File: src/core/sps_map.vh
// Contract
// master write to data starts transfer
// phase 0: clock idle first half-bit
// phase 1: first half-bit starts active
// start delay follows rate, not phase
// fault irq only with error enable
// no fault flag while detection off
// master: select low sets fault
// master fault: disable, empty, reset, release
// software clears pin directions before enable
// slave: select rising mid-transfer faults
// slave phase 0: select low to idle
// slave phase 1: clock edge to idle
// fault keeps master select unchanged
// phase 0 select pulse faults alone
// slave fault keeps enable; disable aborts
// deselected slave floats output, ignores clock
// fault clears by status read, control write
// slave phase 0 drives msb at select
// mid-transfer writes wait in buffer
// select synchronised before use
`ifndef SPS_MAP_VH
`define SPS_MAP_VH
`define SPS_DATA_W     8
`define SPS_BIT_CNT    4'h8
`define SPS_LAST_HALF  4'hF
`define SPS_HALF_BASE  7'h08
`define SPS_BUF_DEPTH  2
`endif

File: src/core/sps_sync3.v
`timescale 1ns/1ps
module sps_sync3 #(
    parameter RST_VAL = 1'b1
) (
    input  wire clk_sys, // system clock
    input  wire rst,     // sync reset
    input  wire ce,      // clock enable
    input  wire pinIn,   // asynchronous input
    output reg  levelOut // filtered level
);
    reg s1;
    reg s2;
    reg s3;

    always @(posedge clk_sys) begin
        if (rst) begin
            s1       <= RST_VAL;
            s2       <= RST_VAL;
            s3       <= RST_VAL;
            levelOut <= RST_VAL;
        end else if (ce) begin
            s1 <= pinIn;
            s2 <= s1;
            s3 <= s2;
            if (s2 == s3) begin
                levelOut <= s3;
            end
        end
    end
endmodule // sps_sync3

File: src/core/sps_buf2.v
`timescale 1ns/1ps
module sps_buf2 #(
    parameter W = 8
) (
    input  wire         clk_sys,  // system clock
    input  wire         rst,      // sync reset
    input  wire         ce,       // clock enable
    input  wire         inValid,  // write offered
    input  wire [W-1:0] inData,   // write data
    output wire         inReady,  // room for a word
    output wire         outValid, // word waiting
    output wire [W-1:0] outData,  // oldest word
    input  wire         outReady  // consumer takes word
);
    reg [W-1:0] e0_q;
    reg [W-1:0] e1_q;
    reg [1:0]   cnt_q;
    wire        push;
    wire        pop;

    assign inReady  = (cnt_q != 2'h2);
    assign outValid = (cnt_q != 2'h0);
    assign outData  = e0_q;
    assign push     = inValid & inReady;
    assign pop      = outValid & outReady;

    always @(posedge clk_sys) begin
        if (rst) begin
            e0_q  <= {W{1'b0}};
            e1_q  <= {W{1'b0}};
            cnt_q <= 2'h0;
        end else if (ce) begin
            if (pop) begin
                e0_q <= (cnt_q == 2'h2) ? e1_q : inData;
            end else if (push && cnt_q == 2'h0) begin
                e0_q <= inData;
            end
            if (push && ((cnt_q == 2'h1 && !pop) || cnt_q == 2'h2)) begin
                e1_q <= inData;
            end
            if (push && !pop) begin
                cnt_q <= cnt_q + 2'h1;
            end else if (pop && !push) begin
                cnt_q <= cnt_q - 2'h1;
            end
        end
    end
endmodule // sps_buf2

File: src/core/sps_core.v
`timescale 1ns/1ps
`include "sps_map.vh"
module sps_core (
    input  wire       clk_sys,           // system clock
    input  wire       rst,               // sync reset
    input  wire       ce,                // clock enable
    input  wire       masterSelect,      // 1 master, 0 slave
    input  wire       clockPhase,        // phase select
    input  wire       clockPolarity,     // idle level of clock
    input  wire [1:0] clockRateSelect,   // master rate
    input  wire       faultDetectEnable, // allow mode fault
    input  wire       errorIrqEnable,    // error request gate
    input  wire       rxIrqEnable,       // receive request gate
    input  wire       controlWrite,      // control register write
    input  wire       ctrlModuleEnable,  // enable value written
    input  wire       statusRead,        // status register read
    input  wire       txValid,           // data register write
    input  wire [7:0] txData,            // data written
    output wire       txReady,           // write can be taken
    output reg  [7:0] rxData,            // received byte
    output wire       rxValid,           // receive full
    input  wire       rxReady,           // received byte taken
    output reg        moduleEnable,      // module enable bit
    output reg        transmitEmptyFlag, // transmit empty
    output reg        modeFaultFlag,     // mode fault
    output wire       receiveFullFlag,   // receive full
    output wire       rxErrIrq,          // shared receive/error
    output wire       pinDrive,          // port owns pins
    output wire       busy,              // transfer running
    input  wire       ssIn,              // slave select pin
    input  wire       sclkIn,            // clock pin in
    output reg        sclkOut,           // clock pin out
    output wire       sclkOen_n,         // clock drive, low on
    input  wire       mosiIn,            // master-out pin in
    output wire       mosiOut,           // master-out pin out
    output wire       mosiOen_n,         // master-out drive
    input  wire       misoIn,            // master-in pin in
    output wire       misoOut,           // master-in pin out
    output wire       misoOen_n          // master-in drive
);
    localparam ST_IDLE = 3'h1;
    localparam ST_MRUN = 3'h2;
    localparam ST_SRUN = 3'h4;

    reg  [2:0] state_q;
    reg  [7:0] sh_q;
    reg        inBit_q;
    reg  [3:0] half_q;
    reg  [3:0] bits_q;
    reg  [6:0] div_q;
    reg        ssPrev_q;
    reg        sclkPrev_q;
    reg        clrArm_q;
    reg        rxFull_q;
    wire       ssS;
    wire       sclkS;
    wire       mosiS;
    wire       misoS;
    wire       bufValid;
    wire [7:0] bufData;
    reg        bufPop;
    wire       isMaster;
    wire       isSlave;
    wire       tick;
    wire       ssFall;
    wire       ssRise;
    wire       actEdge;
    wire       idleEdge;
    wire       sampEdge;
    wire       shiftEdge;
    wire       mFault;
    wire       sFault;
    wire       faultNow;
    wire       doneM;
    wire       doneS;
    wire       startM;
    wire       startS;
    wire [7:0] rxWord;

    function [6:0] halfLen;
        input [1:0] rate;
        begin
            halfLen = `SPS_HALF_BASE << rate;
        end
    endfunction

    sps_sync3 #(.RST_VAL(1'b1)) u_ss (
        .clk_sys  (clk_sys),
        .rst      (rst),
        .ce       (ce),
        .pinIn    (ssIn),
        .levelOut (ssS)
    );

    sps_sync3 #(.RST_VAL(1'b0)) u_sclk (
        .clk_sys  (clk_sys),
        .rst      (rst),
        .ce       (ce),
        .pinIn    (sclkIn),
        .levelOut (sclkS)
    );

    sps_sync3 #(.RST_VAL(1'b0)) u_mosi (
        .clk_sys  (clk_sys),
        .rst      (rst),
        .ce       (ce),
        .pinIn    (mosiIn),
        .levelOut (mosiS)
    );

    sps_sync3 #(.RST_VAL(1'b0)) u_miso (
        .clk_sys  (clk_sys),
        .rst      (rst),
        .ce       (ce),
        .pinIn    (misoIn),
        .levelOut (misoS)
    );

    sps_buf2 #(.W(`SPS_DATA_W)) u_txbuf (
        .clk_sys  (clk_sys),
        .rst      (rst),
        .ce       (ce),
        .inValid  (txValid),
        .inData   (txData),
        .inReady  (txReady),
        .outValid (bufValid),
        .outData  (bufData),
        .outReady (bufPop)
    );

    // master select only counts while enabled
    assign isMaster = moduleEnable & masterSelect;
    assign isSlave  = moduleEnable & ~masterSelect;
    assign pinDrive = moduleEnable;
    assign busy     = (state_q != ST_IDLE);

    assign tick     = (div_q == halfLen(clockRateSelect) - 7'h01);
    assign ssFall   = ssPrev_q & ~ssS;
    assign ssRise   = ~ssPrev_q & ssS;
    // deselected slave sees no clock edges
    assign actEdge  = ~ssS & (sclkS != sclkPrev_q)
                    & (sclkS != clockPolarity);
    assign idleEdge = ~ssS & (sclkS != sclkPrev_q)
                    & (sclkS == clockPolarity);
    assign sampEdge  = clockPhase ? idleEdge : actEdge;
    assign shiftEdge = clockPhase ? actEdge : idleEdge;

    assign mFault = isMaster & faultDetectEnable & ~ssS;
    assign sFault = isSlave & faultDetectEnable
                  & (state_q == ST_SRUN) & ssRise;
    assign faultNow = mFault | sFault;

    // start waits for the rate divider, phase plays no part
    assign startM = isMaster & (state_q == ST_IDLE)
                  & bufValid & tick & ~mFault;
    assign startS = isSlave & (state_q == ST_IDLE)
                  & (clockPhase ? actEdge : ssFall);
    assign doneM  = (state_q == ST_MRUN) & tick
                  & (half_q == `SPS_LAST_HALF);
    assign doneS  = (state_q == ST_SRUN) & ~ssS
                  & (clockPhase
                     ? (sampEdge && bits_q == `SPS_BIT_CNT - 4'h1)
                     : (shiftEdge && bits_q == `SPS_BIT_CNT));
    assign rxWord = {sh_q[6:0], clockPhase & doneS
                                ? mosiS : inBit_q};

    always @* begin
        bufPop = startM | (startS & bufValid);
    end

    assign rxValid         = rxFull_q;
    assign receiveFullFlag = rxFull_q;
    assign rxErrIrq = (modeFaultFlag & errorIrqEnable)
                    | (rxFull_q & rxIrqEnable);

    assign mosiOut   = sh_q[7];
    assign mosiOen_n = ~isMaster;
    assign misoOut   = sh_q[7];
    assign misoOen_n = ~(isSlave & ~ssS);
    assign sclkOen_n = ~isMaster;

    always @(posedge clk_sys) begin
        if (rst) begin
            ssPrev_q   <= 1'b1;
            sclkPrev_q <= 1'b0;
            div_q      <= 7'h00;
        end else if (ce) begin
            ssPrev_q   <= ssS;
            sclkPrev_q <= sclkS;
            if (tick || !isMaster) begin
                div_q <= 7'h00;
            end else begin
                div_q <= div_q + 7'h01;
            end
        end
    end

    // transfer engine
    always @(posedge clk_sys) begin
        if (rst) begin
            state_q <= ST_IDLE;
            sh_q    <= 8'h00;
            inBit_q <= 1'b0;
            half_q  <= 4'h0;
            bits_q  <= 4'h0;
            sclkOut <= 1'b0;
        end else if (ce) begin
            case (state_q)
                ST_IDLE: begin
                    sclkOut <= clockPolarity;
                    half_q  <= 4'h0;
                    bits_q  <= 4'h0;
                    if (startM) begin
                        state_q <= ST_MRUN;
                        sh_q    <= bufData;
                        // phase 1 opens on the active level
                        sclkOut <= clockPolarity ^ clockPhase;
                    end else if (startS) begin
                        state_q <= ST_SRUN;
                        if (bufValid) begin
                            sh_q <= bufData;
                        end
                    end
                end
                ST_MRUN: begin
                    if (mFault || !isMaster) begin
                        state_q <= ST_IDLE;
                        half_q  <= 4'h0;
                        sclkOut <= clockPolarity;
                    end else if (tick) begin
                        half_q <= half_q + 4'h1;
                        if (!half_q[0]) begin
                            inBit_q <= misoS;
                        end else if (doneM) begin
                            state_q <= ST_IDLE;
                        end else begin
                            sh_q <= {sh_q[6:0], inBit_q};
                        end
                        if (doneM) begin
                            sclkOut <= clockPolarity;
                        end else begin
                            sclkOut <= clockPolarity ^ clockPhase
                                     ^ ~half_q[0];
                        end
                    end
                end
                ST_SRUN: begin
                    if (!isSlave || sFault) begin
                        state_q <= ST_IDLE;
                    end else if (doneS) begin
                        state_q <= ST_IDLE;
                    end else if (sampEdge) begin
                        inBit_q <= mosiS;
                        bits_q  <= bits_q + 4'h1;
                    end else if (shiftEdge) begin
                        sh_q <= {sh_q[6:0], inBit_q};
                    end
                end
                default: begin
                    state_q <= ST_IDLE;
                end
            endcase
        end
    end

    // enable, flags and receive holding register
    always @(posedge clk_sys) begin
        if (rst) begin
            moduleEnable      <= 1'b0;
            transmitEmptyFlag <= 1'b1;
            modeFaultFlag     <= 1'b0;
            clrArm_q          <= 1'b0;
            rxFull_q          <= 1'b0;
            rxData            <= 8'h00;
        end else if (ce) begin
            if (mFault) begin
                moduleEnable <= 1'b0;
            end else if (controlWrite) begin
                moduleEnable <= ctrlModuleEnable;
            end
            if (mFault || bufPop) begin
                transmitEmptyFlag <= 1'b1;
            end else if (txValid && txReady) begin
                transmitEmptyFlag <= 1'b0;
            end
            // clear needs read then write with no fault between
            if (faultNow) begin
                modeFaultFlag <= 1'b1;
                clrArm_q      <= 1'b0;
            end else if (controlWrite && clrArm_q) begin
                modeFaultFlag <= 1'b0;
                clrArm_q      <= 1'b0;
            end else if (statusRead && modeFaultFlag) begin
                clrArm_q <= 1'b1;
            end
            // no overrun handling: a full holder keeps its byte
            if (doneM || doneS) begin
                if (!rxFull_q || rxReady) begin
                    rxData <= doneM ? {sh_q[6:0], inBit_q} : rxWord;
                end
                rxFull_q <= 1'b1;
            end else if (rxReady) begin
                rxFull_q <= 1'b0;
            end
        end
    end
endmodule // sps_core

File: config.mk
export PLATFORM = sky130hd
export DESIGN_NAME = sps_core
export DESIGN_NICKNAME = d
export VERILOG_FILES = /design/src/core/sps_sync3.v /design/src/core/sps_buf2.v /design/src/core/sps_core.v
export VERILOG_INCLUDE_DIRS = /design/src /design/src/core
export SDC_FILE = /design/constraint.sdc
export NUM_CORES = 1
export LEC_CHECK = 0
export BUFFER_PORTS_ARGS = -buffer_cell sky130_fd_sc_hd__buf_2
export CORE_ASPECT_RATIO = 0.75
export CORE_UTILIZATION = 26
export CTS_CLUSTER_DIAMETER = 120
export DETAILED_ROUTE_END_ITERATION = 16
export SLEW_MARGIN = 20
export SYNTH_ARGS = -nofsm -noshare
export SYNTH_HDL_FRONTEND = slang
export SYNTH_SLANG_ARGS = --single-unit
export TNS_END_PERCENT = 30
File: constraint.sdc
create_clock -name clk_sys -period 4 [get_ports clk_sys]
set_clock_uncertainty 0.05 [all_clocks]
set_input_delay 1.2 -clock clk_sys [delete_from_list [all_inputs] [get_ports clk_sys]]
set_output_delay 1.2 -clock clk_sys [all_outputs]
set_load 0.05 [all_outputs]
==> results_dict.tcl, run 1 <==
set metrics [dict create \
    dr_total_vias 3369 \
    yosys-top-cells-count "dfxtp_1, nor2_1, mux2i_1, a21oi_1, nand2_1" \
    drive_gt1_share_pct 18.0 \
    synthAdderAreaFrac_pct 2.50 \
    power_density_nw_per_um2 376 \
    ios 51 \
    rows 38 \
    synthSimpleGateAreaFrac_pct 19.8 \
    finalMaxSlewViolations 0 \
    rsz0062_at_grt "no" \
    finalSetupViolations 0 \
    synth_edf_count 0 \
    gr-total-overflow 0 \
    multiInputGateArea_um2 2280 \
    grt_pass1_wl_mm 16.7 \
    crit_chain "buf_2 > and4b_1 > o221ai_1 > o211ai_1 > and4b_1 > a21oi_1 > a311oi_1" \
    yosys-top-cells-area "dfxtp_1, mux2i_1, nor2_1" \
    worst_pin_slew_ns 1.10 \
    synth_top_cell_area_share_pct 38.4 \
    max_stage_delay_ns 0.65 \
    regArea_um2 1540 \
    start_util_pct 27.2 \
    die-area_um2 15900 \
    synth_compound_area_share_pct 20.5 \
    syn_avg_cell_area_um2 9.05 \
    yosys_register_bits 77 \
    grt_usage_pct 13.4 \
    p_leak_nw 1.92 \
    die-width_um 145 \
    insertion_delay_ns 0.34 \
    h-tree-depth 3 \
    synth_top_family_by_area "compound AO/OA/AOI/OAI gates" \
    synth_most_common_cell "dfxtp_1" \
    drtIter0Drc 202 \
    cts_buffers 9 \
    cts_max_path_buffers 2 \
    fmax_mhz 309 \
    cts-resized-gates 0 \
    cts_sinks 77 \
    synthFlopType "dfxtp_1" \
    start_kind "input pin" \
    crit_path_end_kind "flop" \
    hold_path.class "reg2reg" \
    dpl.cell_count 673 \
    ys_seq_area_share_pct 38.4 \
    place.gp.congestion 0.879 \
    n_antenna_cell 0 \
    stdcell_count 689 \
    drc 0 \
    first_pass_iters 7 \
    max_cap_viol_count 0 \
    antenna_found_initial 0 \
    synth_area_leader_cell "dfxtp_1" \
    dpl.hpwl_mm 7.38 \
    relSlewSlack_pct 26.8 \
    area_delta_synth_final_pct 17.7 \
    fin_crit_ns 3.24 \
    cts_tree "done" \
    syn_area_um2 4010 \
    vdd_drop_max_mv 0.163 \
    crit_type "in2reg" \
    setup-tns-final_ns 0 \
    grt_start_max_net_pins 55 \
    syn_inst 443 \
    wl_per_cell_um 14.7 \
    viasPerCell 4.89 \
    fillers 1539 \
    path_clk_slew_ns 0.06 \
    ys_types 73 \
    syn-num-nets 479 \
    crit_arrival_ns 3.43 \
    hold_viol 0 \
    ys_async_sr_fraction_pct 0 \
    core_um2 14700 \
    port_buffers 50 \
    hold_buffers 0 \
    drt-total-wl_mm 10.2 \
    critPathMostFrequentCell "and4b_1" \
    cts_setup_buffers 0 \
    synthMuxAreaShare_pct 11.8 \
    synth-warning-count 0 \
    status "complete, no violations" \
    fin_crit_sh_pct 80.9 \
    detail-route-antenna-nets 0 \
    critPathBufInv 1 \
    synth_xor_xnor_area_share_pct 2.40 \
    grt_pass1_vias 3131 \
    layout.nets 520 \
    postLayoutCoreUtil_pct 32.0 \
    root_buffer "clkbuf_16" \
    critPathTopFamily "compound AO/OA/AOI/OAI gates" \
    crit_path_top_delay_cell "and4b_1" \
    worstPathRequired_ns 4.20 \
    regToRegSetupSlack_ns 1.22 \
    path_max_fanout 16 \
    die_y_um 110 \
]
logic make-up (layout without fill, tap and decap cells):
group,Yosys count,count (layout)
DFF,77,77
AOI/OAI and AO/OA,111,111
buffers and inverters,40,86
muxes,47,47
xor gates and xnor gates,11,11
and+or+nand+nor,149,149
adders and majority gates,8,8
final timing paths:
path	start	to	depth (start not counted)
max	clockPhase	sh_q[0]$_SDFFE_PP0P_	7
min reg2reg	u_ss.s3$_SDFFE_PP1P_	u_ss.s3$_SDFFE_PP1P_	2
max reg2reg	state_q[0]$_SDFFE_PP1P_	u_txbuf.cnt_q[1]$_SDFFE_PP0P_	10
min	u_ss.s3$_SDFFE_PP1P_	u_ss.s3$_SDFFE_PP1P_	2
metal layers:
metal	wire length (um)	track usage (%)	vias up
met1	5230	18.6	1568
li1	-	-	1690
met2	4040	18.8	99
met4	107	3.83	0
met5	0	0	-
met3	779	5.35	12
per-stage QoR:
stage / setup slack (ns) / area (um^2) / total power [W] / hold WS, ns
6_report: 0.762 / 4720 / 0.00178 / 0.407
5_1_grt: 0.488 / 4720 / 0.00186 / 0.435
4_1_cts: 0.785 / 4720 / 0.00180 / 0.409
3_5_place_dp: 0.417 / 4430 / 0.000993 / 0.398
3_3_place_gp: 0.427 / 4430 / 0.000988 / 0.389
2_1_floorplan: 0.536 / 4010 / 0.000947 / 0.380
placed cells by master (no fill, tap or decap), types with 5 or more instances in the layout:
cell type / n
buf_4: 7
dfxtp_1: 77
mux2i_1: 46
a21o_1: 6
ha_1: 8
nor2b_1: 9
nor3b_1: 5
nand3_1: 10
clkbuf_16: 9
nand2_1: 24
xnor2_1: 8
buf_2: 50
a21oi_1: 31
a211oi_1: 9
nor2_1: 61
a311oi_1: 9
o21ai_0: 18
inv_1: 13
worst min-delay path: cells and delay by family (launching register included):
| kind | cells | cell delay [ns] |
|---|---|---|
| flops | 1 | 0.31 |
| compound gates | 1 | 0.06 |
| buf+inv | 1 | 0.05 |
where the power goes:
group / switching [W] / total [W] / internal, W
combinational: 0.000111 / 0.000172 / 0.0000614
sequential: 0.0000145 / 0.000803 / 0.000789
clock: 0.000365 / 0.000801 / 0.000435
final cells by class:
class | count | area share [%]
Sequential cell | 77 | 32.6
Clock buffer | 9 | 4.77
Timing Repair Buffer | 57 | 6.41
Clock inverter | 7 | 1.46
Tap cell | 200 | 5.30
Inverter | 13 | 1.03
Multi-Input combinational cell | 326 | 48.4
registers in the layout, indices dropped and copies added (netlist names), 2 cells and up:
| signal | flops |
|---|---|
| bits_q | 4 |
| div_q | 7 |
| half_q | 4 |
| rxData | 8 |
| sh_q | 8 |
| state_q | 3 |
| u_txbuf.cnt_q | 2 |
| u_txbuf.e1_q | 8 |
| u_txbuf.outData | 8 |
(Power assumes the default switching activity.)
==> run 2, diff against run 1 <==
==> constraint.sdc (replaced) <==
create_clock -name clk_sys -period 2.9 [get_ports clk_sys]
set_clock_uncertainty 0.05 [all_clocks]
set_input_delay 0.87 -clock clk_sys [delete_from_list [all_inputs] [get_ports clk_sys]]
set_output_delay 0.87 -clock clk_sys [all_outputs]
set_load 0.05 [all_outputs]
==> results_dict.tcl, run 2 (synthesis gave the netlist of run 1 again) <==
set metrics [dict create \
    relSlewSlack_pct 41.6 \
    final_common_cell "dfxtp_1" \
    grt_usage_pct 13.0 \
    final_cell_mix "dfxtp_1, nor2_1, buf_2" \
    h-tree-depth 3 \
    gr-total-overflow 0 \
    p_leak_nw 2.09 \
    fin_crit_ns 2.60 \
    worstPathRequired_ns 3.06 \
    fin_ws_ns 0.298 \
    n_antenna_cell 0 \
    detail-route-antenna-nets 0 \
    grt_pass1_vias 3108 \
    core_um2 14700 \
    dr_total_vias 3442 \
    drc 0 \
    power_density_nw_per_um2 489 \
    grt_pass1_wl_mm 16.2 \
    insertion_delay_ns 0.34 \
    vdd_drop_max_mv 0.234 \
    finalSetupViolations 0 \
    drive_gt1_share_pct 22.5 \
    wl_per_cell_um 14.2 \
    start_kind "input pin" \
    path_clk_slew_ns 0.06 \
    cts_max_path_buffers 2 \
    die-width_um 145 \
    rows 38 \
    worst_pin_slew_ns 0.873 \
    crit_type "in2reg" \
    drtIter0Drc 175 \
    cts_tree "done" \
    hold_ws_ns 0.407 \
    postLayoutCoreUtil_pct 33.9 \
    area_delta_synth_final_pct 24.7 \
    status "complete, no violations" \
    path_max_fanout 3 \
    fmax_mhz 384 \
    cts_sinks 77 \
    fillers 1547 \
    crit_arrival_ns 2.76 \
    first_pass_iters 4 \
    finalMaxSlewViolations 0 \
    viasPerCell 4.81 \
    hold_path.class "reg2reg" \
    die_y_um 110 \
    grt_start_max_net_pins 54 \
    ios 51 \
    fin_crit_sh_pct 89.7 \
    antenna_found_initial 0 \
    drt-total-wl_mm 10.2 \
    die-area_um2 15900 \
    start_util_pct 27.2 \
    crit_path_end_kind "flop" \
    place_ws_ns -0.0758 \
    cts_buffers 9 \
    max_cap_viol_count 0 \
    hold_viol 0 \
    port_buffers 50 \
    place.gp.congestion 0.841 \
    rsz0062_at_grt "no" \
    layout.nets 547 \
    dpl.hpwl_mm 7.67 \
    root_buffer "clkbuf_16" \
]
-- run 2: worst paths after layout --
kind	slack, ns	end	from	cells past startpoint
worst max register to register	0.40	sh_q[5]$_SDFFE_PP0P_	state_q[2]$_SDFFE_PP0P_	6
worst max-delay path	0.30	u_txbuf.cnt_q[1]$_SDFFE_PP0P_	clockRateSelect[0]	11
worst min-delay path	0.41	u_mosi.levelOut$_SDFFE_PP0P_	u_mosi.s3$_SDFFE_PP0P_	2
worst min register to register	0.41	u_mosi.levelOut$_SDFFE_PP0P_	u_mosi.s3$_SDFFE_PP0P_	2
-- run 2: area by class of cell --
class	instances	area [um^2]	area share, %
well taps	200	250	5.00
repair buffers	84	581	11.6
multi-input cells	326	2290	45.8
clock buffers	11	243	4.85
clock inverters	5	45.0	0.900
inverters	13	48.8	0.975
flip-flops and latches	77	1540	30.8
-- run 2: routing by layer --
layer | wire, um | vias to the layer above | part of all wire [%] | GRT usage (%)
met3 | 599 | 7 | 5.9 | 4.07
met1 | 5230 | 1620 | 51 | 17.9
li1 | - | 1755 | - | -
met2 | 4240 | 60 | 42 | 19.2
met5 | 0 | - | 0 | 0
met4 | 99 | 0 | 0.97 | 4.29
-- run 2: worst max-delay path: stages --
cell and delay (ns):
buf_2 0.12, or3_1 0.38, o21a_1 0.18, nor4_4 0.28, a21o_1 0.14, nand2_1 0.08, ha_1 0.27, nor2_1 0.19
nor2_1 0.07, a21oi_1 0.12, nor2_1 0.05
-- run 2: report_power, final --
group,switching [W],total [W],internal [W]
combinational,0.000159,0.000260,0.000101
clock,0.000462,0.00108,0.000614
sequential,0.0000213,0.00111,0.00109
total,0.000642,0.00245,0.00180
-- run 2: metrics by stage --
| stage | power (W) | setup TNS [ns] | cells | instance area [um^2] |
|---|---|---|---|---|
| after floorplan | 0.00131 | 0 | 443 | 4020 |
| after global placement | 0.00139 | -0.0115 | 695 | 4660 |
| after detailed placement | 0.00139 | -0.178 | 695 | 4660 |
| after CTS | 0.00249 | 0 | 711 | 4950 |
| after global routing | 0.00256 | 0 | 716 | 5000 |
| final | 0.00245 | 0 | 716 | 5000 |
-- run 2: what timing repair did --
action	4_1_cts	5_1_grt
setup buffers	0	5
setup endpoints to repair	0	1
resized for setup	0	0
hold buffers	0	0
==> run 3, diff against run 2 <==
--- a/config.mk
+++ b/config.mk
@@ -11,6 +11,8 @@
 export CORE_UTILIZATION = 26
 export CTS_CLUSTER_DIAMETER = 120
 export DETAILED_ROUTE_END_ITERATION = 16
+export PLACE_DENSITY_LB_ADDON = 0.15
+export REMOVE_ABC_BUFFERS = 1
 export SLEW_MARGIN = 20
 export SYNTH_ARGS = -nofsm -noshare
 export SYNTH_HDL_FRONTEND = slang
==> results_dict.tcl, run 3 (synthesis gave the netlist of run 1 again) <==
set metrics [dict create \
    share_comb_of_total_power_pct 10.0 \
    h-tree-depth 3 \
    port_buffers 50 \
    crit_arrival_ns 2.73 \
    finalMaxSlewViolations 0 \
    first_pass_iters 4 \
    wl_met3_um 430 \
    root_buffer "clkbuf_16" \
    drtIter0Drc 198 \
    rsz0062_at_grt "no" \
    setup-tns-final_ns 0 \
    die_y_um 110 \
    dpl.cell_count 695 \
    crit_path_end "u_txbuf.cnt_q[1]$_SDFFE_PP0P_" \
    power_density_nw_per_um2 507 \
    regToRegSetupSlack_ns 0.35 \
    crit_type "reg2reg" \
    startpoint "u_txbuf.cnt_q[0]$_SDFFE_PP0P_" \
    switching_share_pct 24.5 \
    wl_met1_mm 5.35 \
    crit_path_top_delay_cell "dfxtp_1" \
    max_cap_viol_count 0 \
    grt_pass1_vias 3304 \
    place.gp.congestion 0.761 \
    insertion_delay_ns 0.34 \
    worstPathRequired_ns 3.08 \
    dpl.hpwl_mm 7.66 \
    r2r-end "u_txbuf.cnt_q[1]$_SDFFE_PP0P_" \
    status "complete, no violations" \
    crit_path_end_kind "flop" \
    finalSetupViolations 0 \
    top_layer "met4" \
    critPathBufInv 2 \
    cts-resized-gates 0 \
    relSlewSlack_pct 39.9 \
    rows 38 \
    p_int_w 0.00190 \
    hold_viol 0 \
    dr_total_vias 3432 \
    antenna_found_initial 0 \
    start_kind "flop" \
    fin_crit_ns 2.55 \
    ios 51 \
    worst_pin_slew_ns 0.898 \
    r2r_cells 12 \
    fin_crit_sh_pct 87.9 \
    die-area_um2 15900 \
    cts_sinks 77 \
    vdd_drop_max_mv 0.252 \
    core_um2 14700 \
    path_clk_slew_ns 0.06 \
    drive_gt1_share_pct 21.5 \
    grt_start_max_net_pins 34 \
    cts_buffers 9 \
    grt_usage_pct 13.8 \
    power_frac_clock_pct 45.8 \
    gr-total-overflow 0 \
    n_antenna_cell 0 \
    drc 0 \
    detail-route-antenna-nets 0 \
    area_delta_synth_final_pct 23.5 \
    hold_path.class "reg2reg" \
    critPathTopFamily "simple AND/OR/NAND/NOR gates" \
    p_leak_nw 2.05 \
    stdcell_count 711 \
    cts_setup_buffers 0 \
    grt_pass1_wl_mm 17.0 \
    wl_met2_mm 4.36 \
    worst-path-stages 12 \
    seqPwrFrac_pct 44.2 \
    wl_per_cell_um 14.5 \
    cts_tree "done" \
    critPathMostFrequentCell "nor2_1" \
    final_cell_mix "dfxtp_1, nor2_1, buf_2" \
    viasPerCell 4.83 \
    crit_chain "inv_1 > ha_1 > inv_1 > nand2_1 > nor4_4 > a21o_1 > nand2_1 > ha_1 > nor2_1 > nor2_1 > a21oi_1 > nor2_1" \
    power_switching_w 0.000615 \
    final_common_cell "dfxtp_1" \
    hold_buffers 0 \
    drt-total-wl_mm 10.3 \
    path_max_fanout 6 \
    start_util_pct 27.2 \
    layout.nets 542 \
    max_stage_delay_ns 0.37 \
    cts_max_path_buffers 2 \
    fmax_mhz 392 \
    postLayoutCoreUtil_pct 33.6 \
    die-width_um 145 \
    timing.rr.start "u_txbuf.cnt_q[0]$_SDFFE_PP0P_" \
]
## run 3: power by group through the flow
stage / combinational (W) / clock [W] / sequential [W]
floorplan: 0.000138 / 0 / 0.00114
global route: 0.000278 / 0.00124 / 0.00111
global placement: 0.000250 / 0 / 0.00113
finish: 0.000251 / 0.00115 / 0.00111
detailed placement: 0.000253 / 0 / 0.00113
CTS: 0.000254 / 0.00119 / 0.00111
## run 3: area by class of cell
type	count	area [um^2]
multi-input combinational	326	2280
inverter	13	48.8
clock buffer	11	253
tap	200	250
clock inverter	5	58.8
timing repair buffer	79	518
sequential	77	1540
fill	1567	9780
## run 3: metrics by stage
stage               hold slack [ns]  cell area (um^2)  power [W]  setup slack [ns]
global placement              0.393              4640    0.00138            0.0138
detailed placement            0.401              4640    0.00139            0.0194
CTS                           0.409              4950    0.00256             0.352
floorplan                     0.380              3870    0.00127            -0.963
finish                        0.406              4950    0.00251             0.352
global route                  0.445              4950    0.00263             0.111
## run 3: worst min path at each step
stage | start | endpoint | slack, ns | depth (start not counted)
6_report | u_ss.s3$_SDFFE_PP1P_ | u_ss.s3$_SDFFE_PP1P_ | 0.41 | 2
4_1_cts | u_mosi.s3$_SDFFE_PP0P_ | u_mosi.levelOut$_SDFFE_PP0P_ | 0.41 | 2
2_1_floorplan | u_mosi.s3$_SDFFE_PP0P_ | u_mosi.levelOut$_SDFFE_PP0P_ | 0.38 | 2
3_5_place_dp | u_ss.s3$_SDFFE_PP1P_ | u_ss.s3$_SDFFE_PP1P_ | 0.40 | 2
5_1_grt | u_mosi.s3$_SDFFE_PP0P_ | u_mosi.levelOut$_SDFFE_PP0P_ | 0.44 | 2
3_3_place_gp | u_ss.s3$_SDFFE_PP1P_ | u_ss.s3$_SDFFE_PP1P_ | 0.39 | 2
## run 3: worst register-to-register path: stages, from the launching register on
cell     delay [ns]
dfxtp_1        0.37
inv_1          0.08
ha_1           0.33
inv_1          0.17
nand2_1        0.19
nor4_4         0.33
a21o_1         0.13
nand2_1        0.10
ha_1           0.28
nor2_1         0.18
nor2_1         0.06
a21oi_1        0.11
nor2_1         0.05
## run 3: metal layers
metal / track usage [%] / vias up
met5: 0 / -
met4: 5.11 / 0
met3: 3.24 / 13
met2: 21.4 / 81
met1: 18.6 / 1602
li1: - / 1736
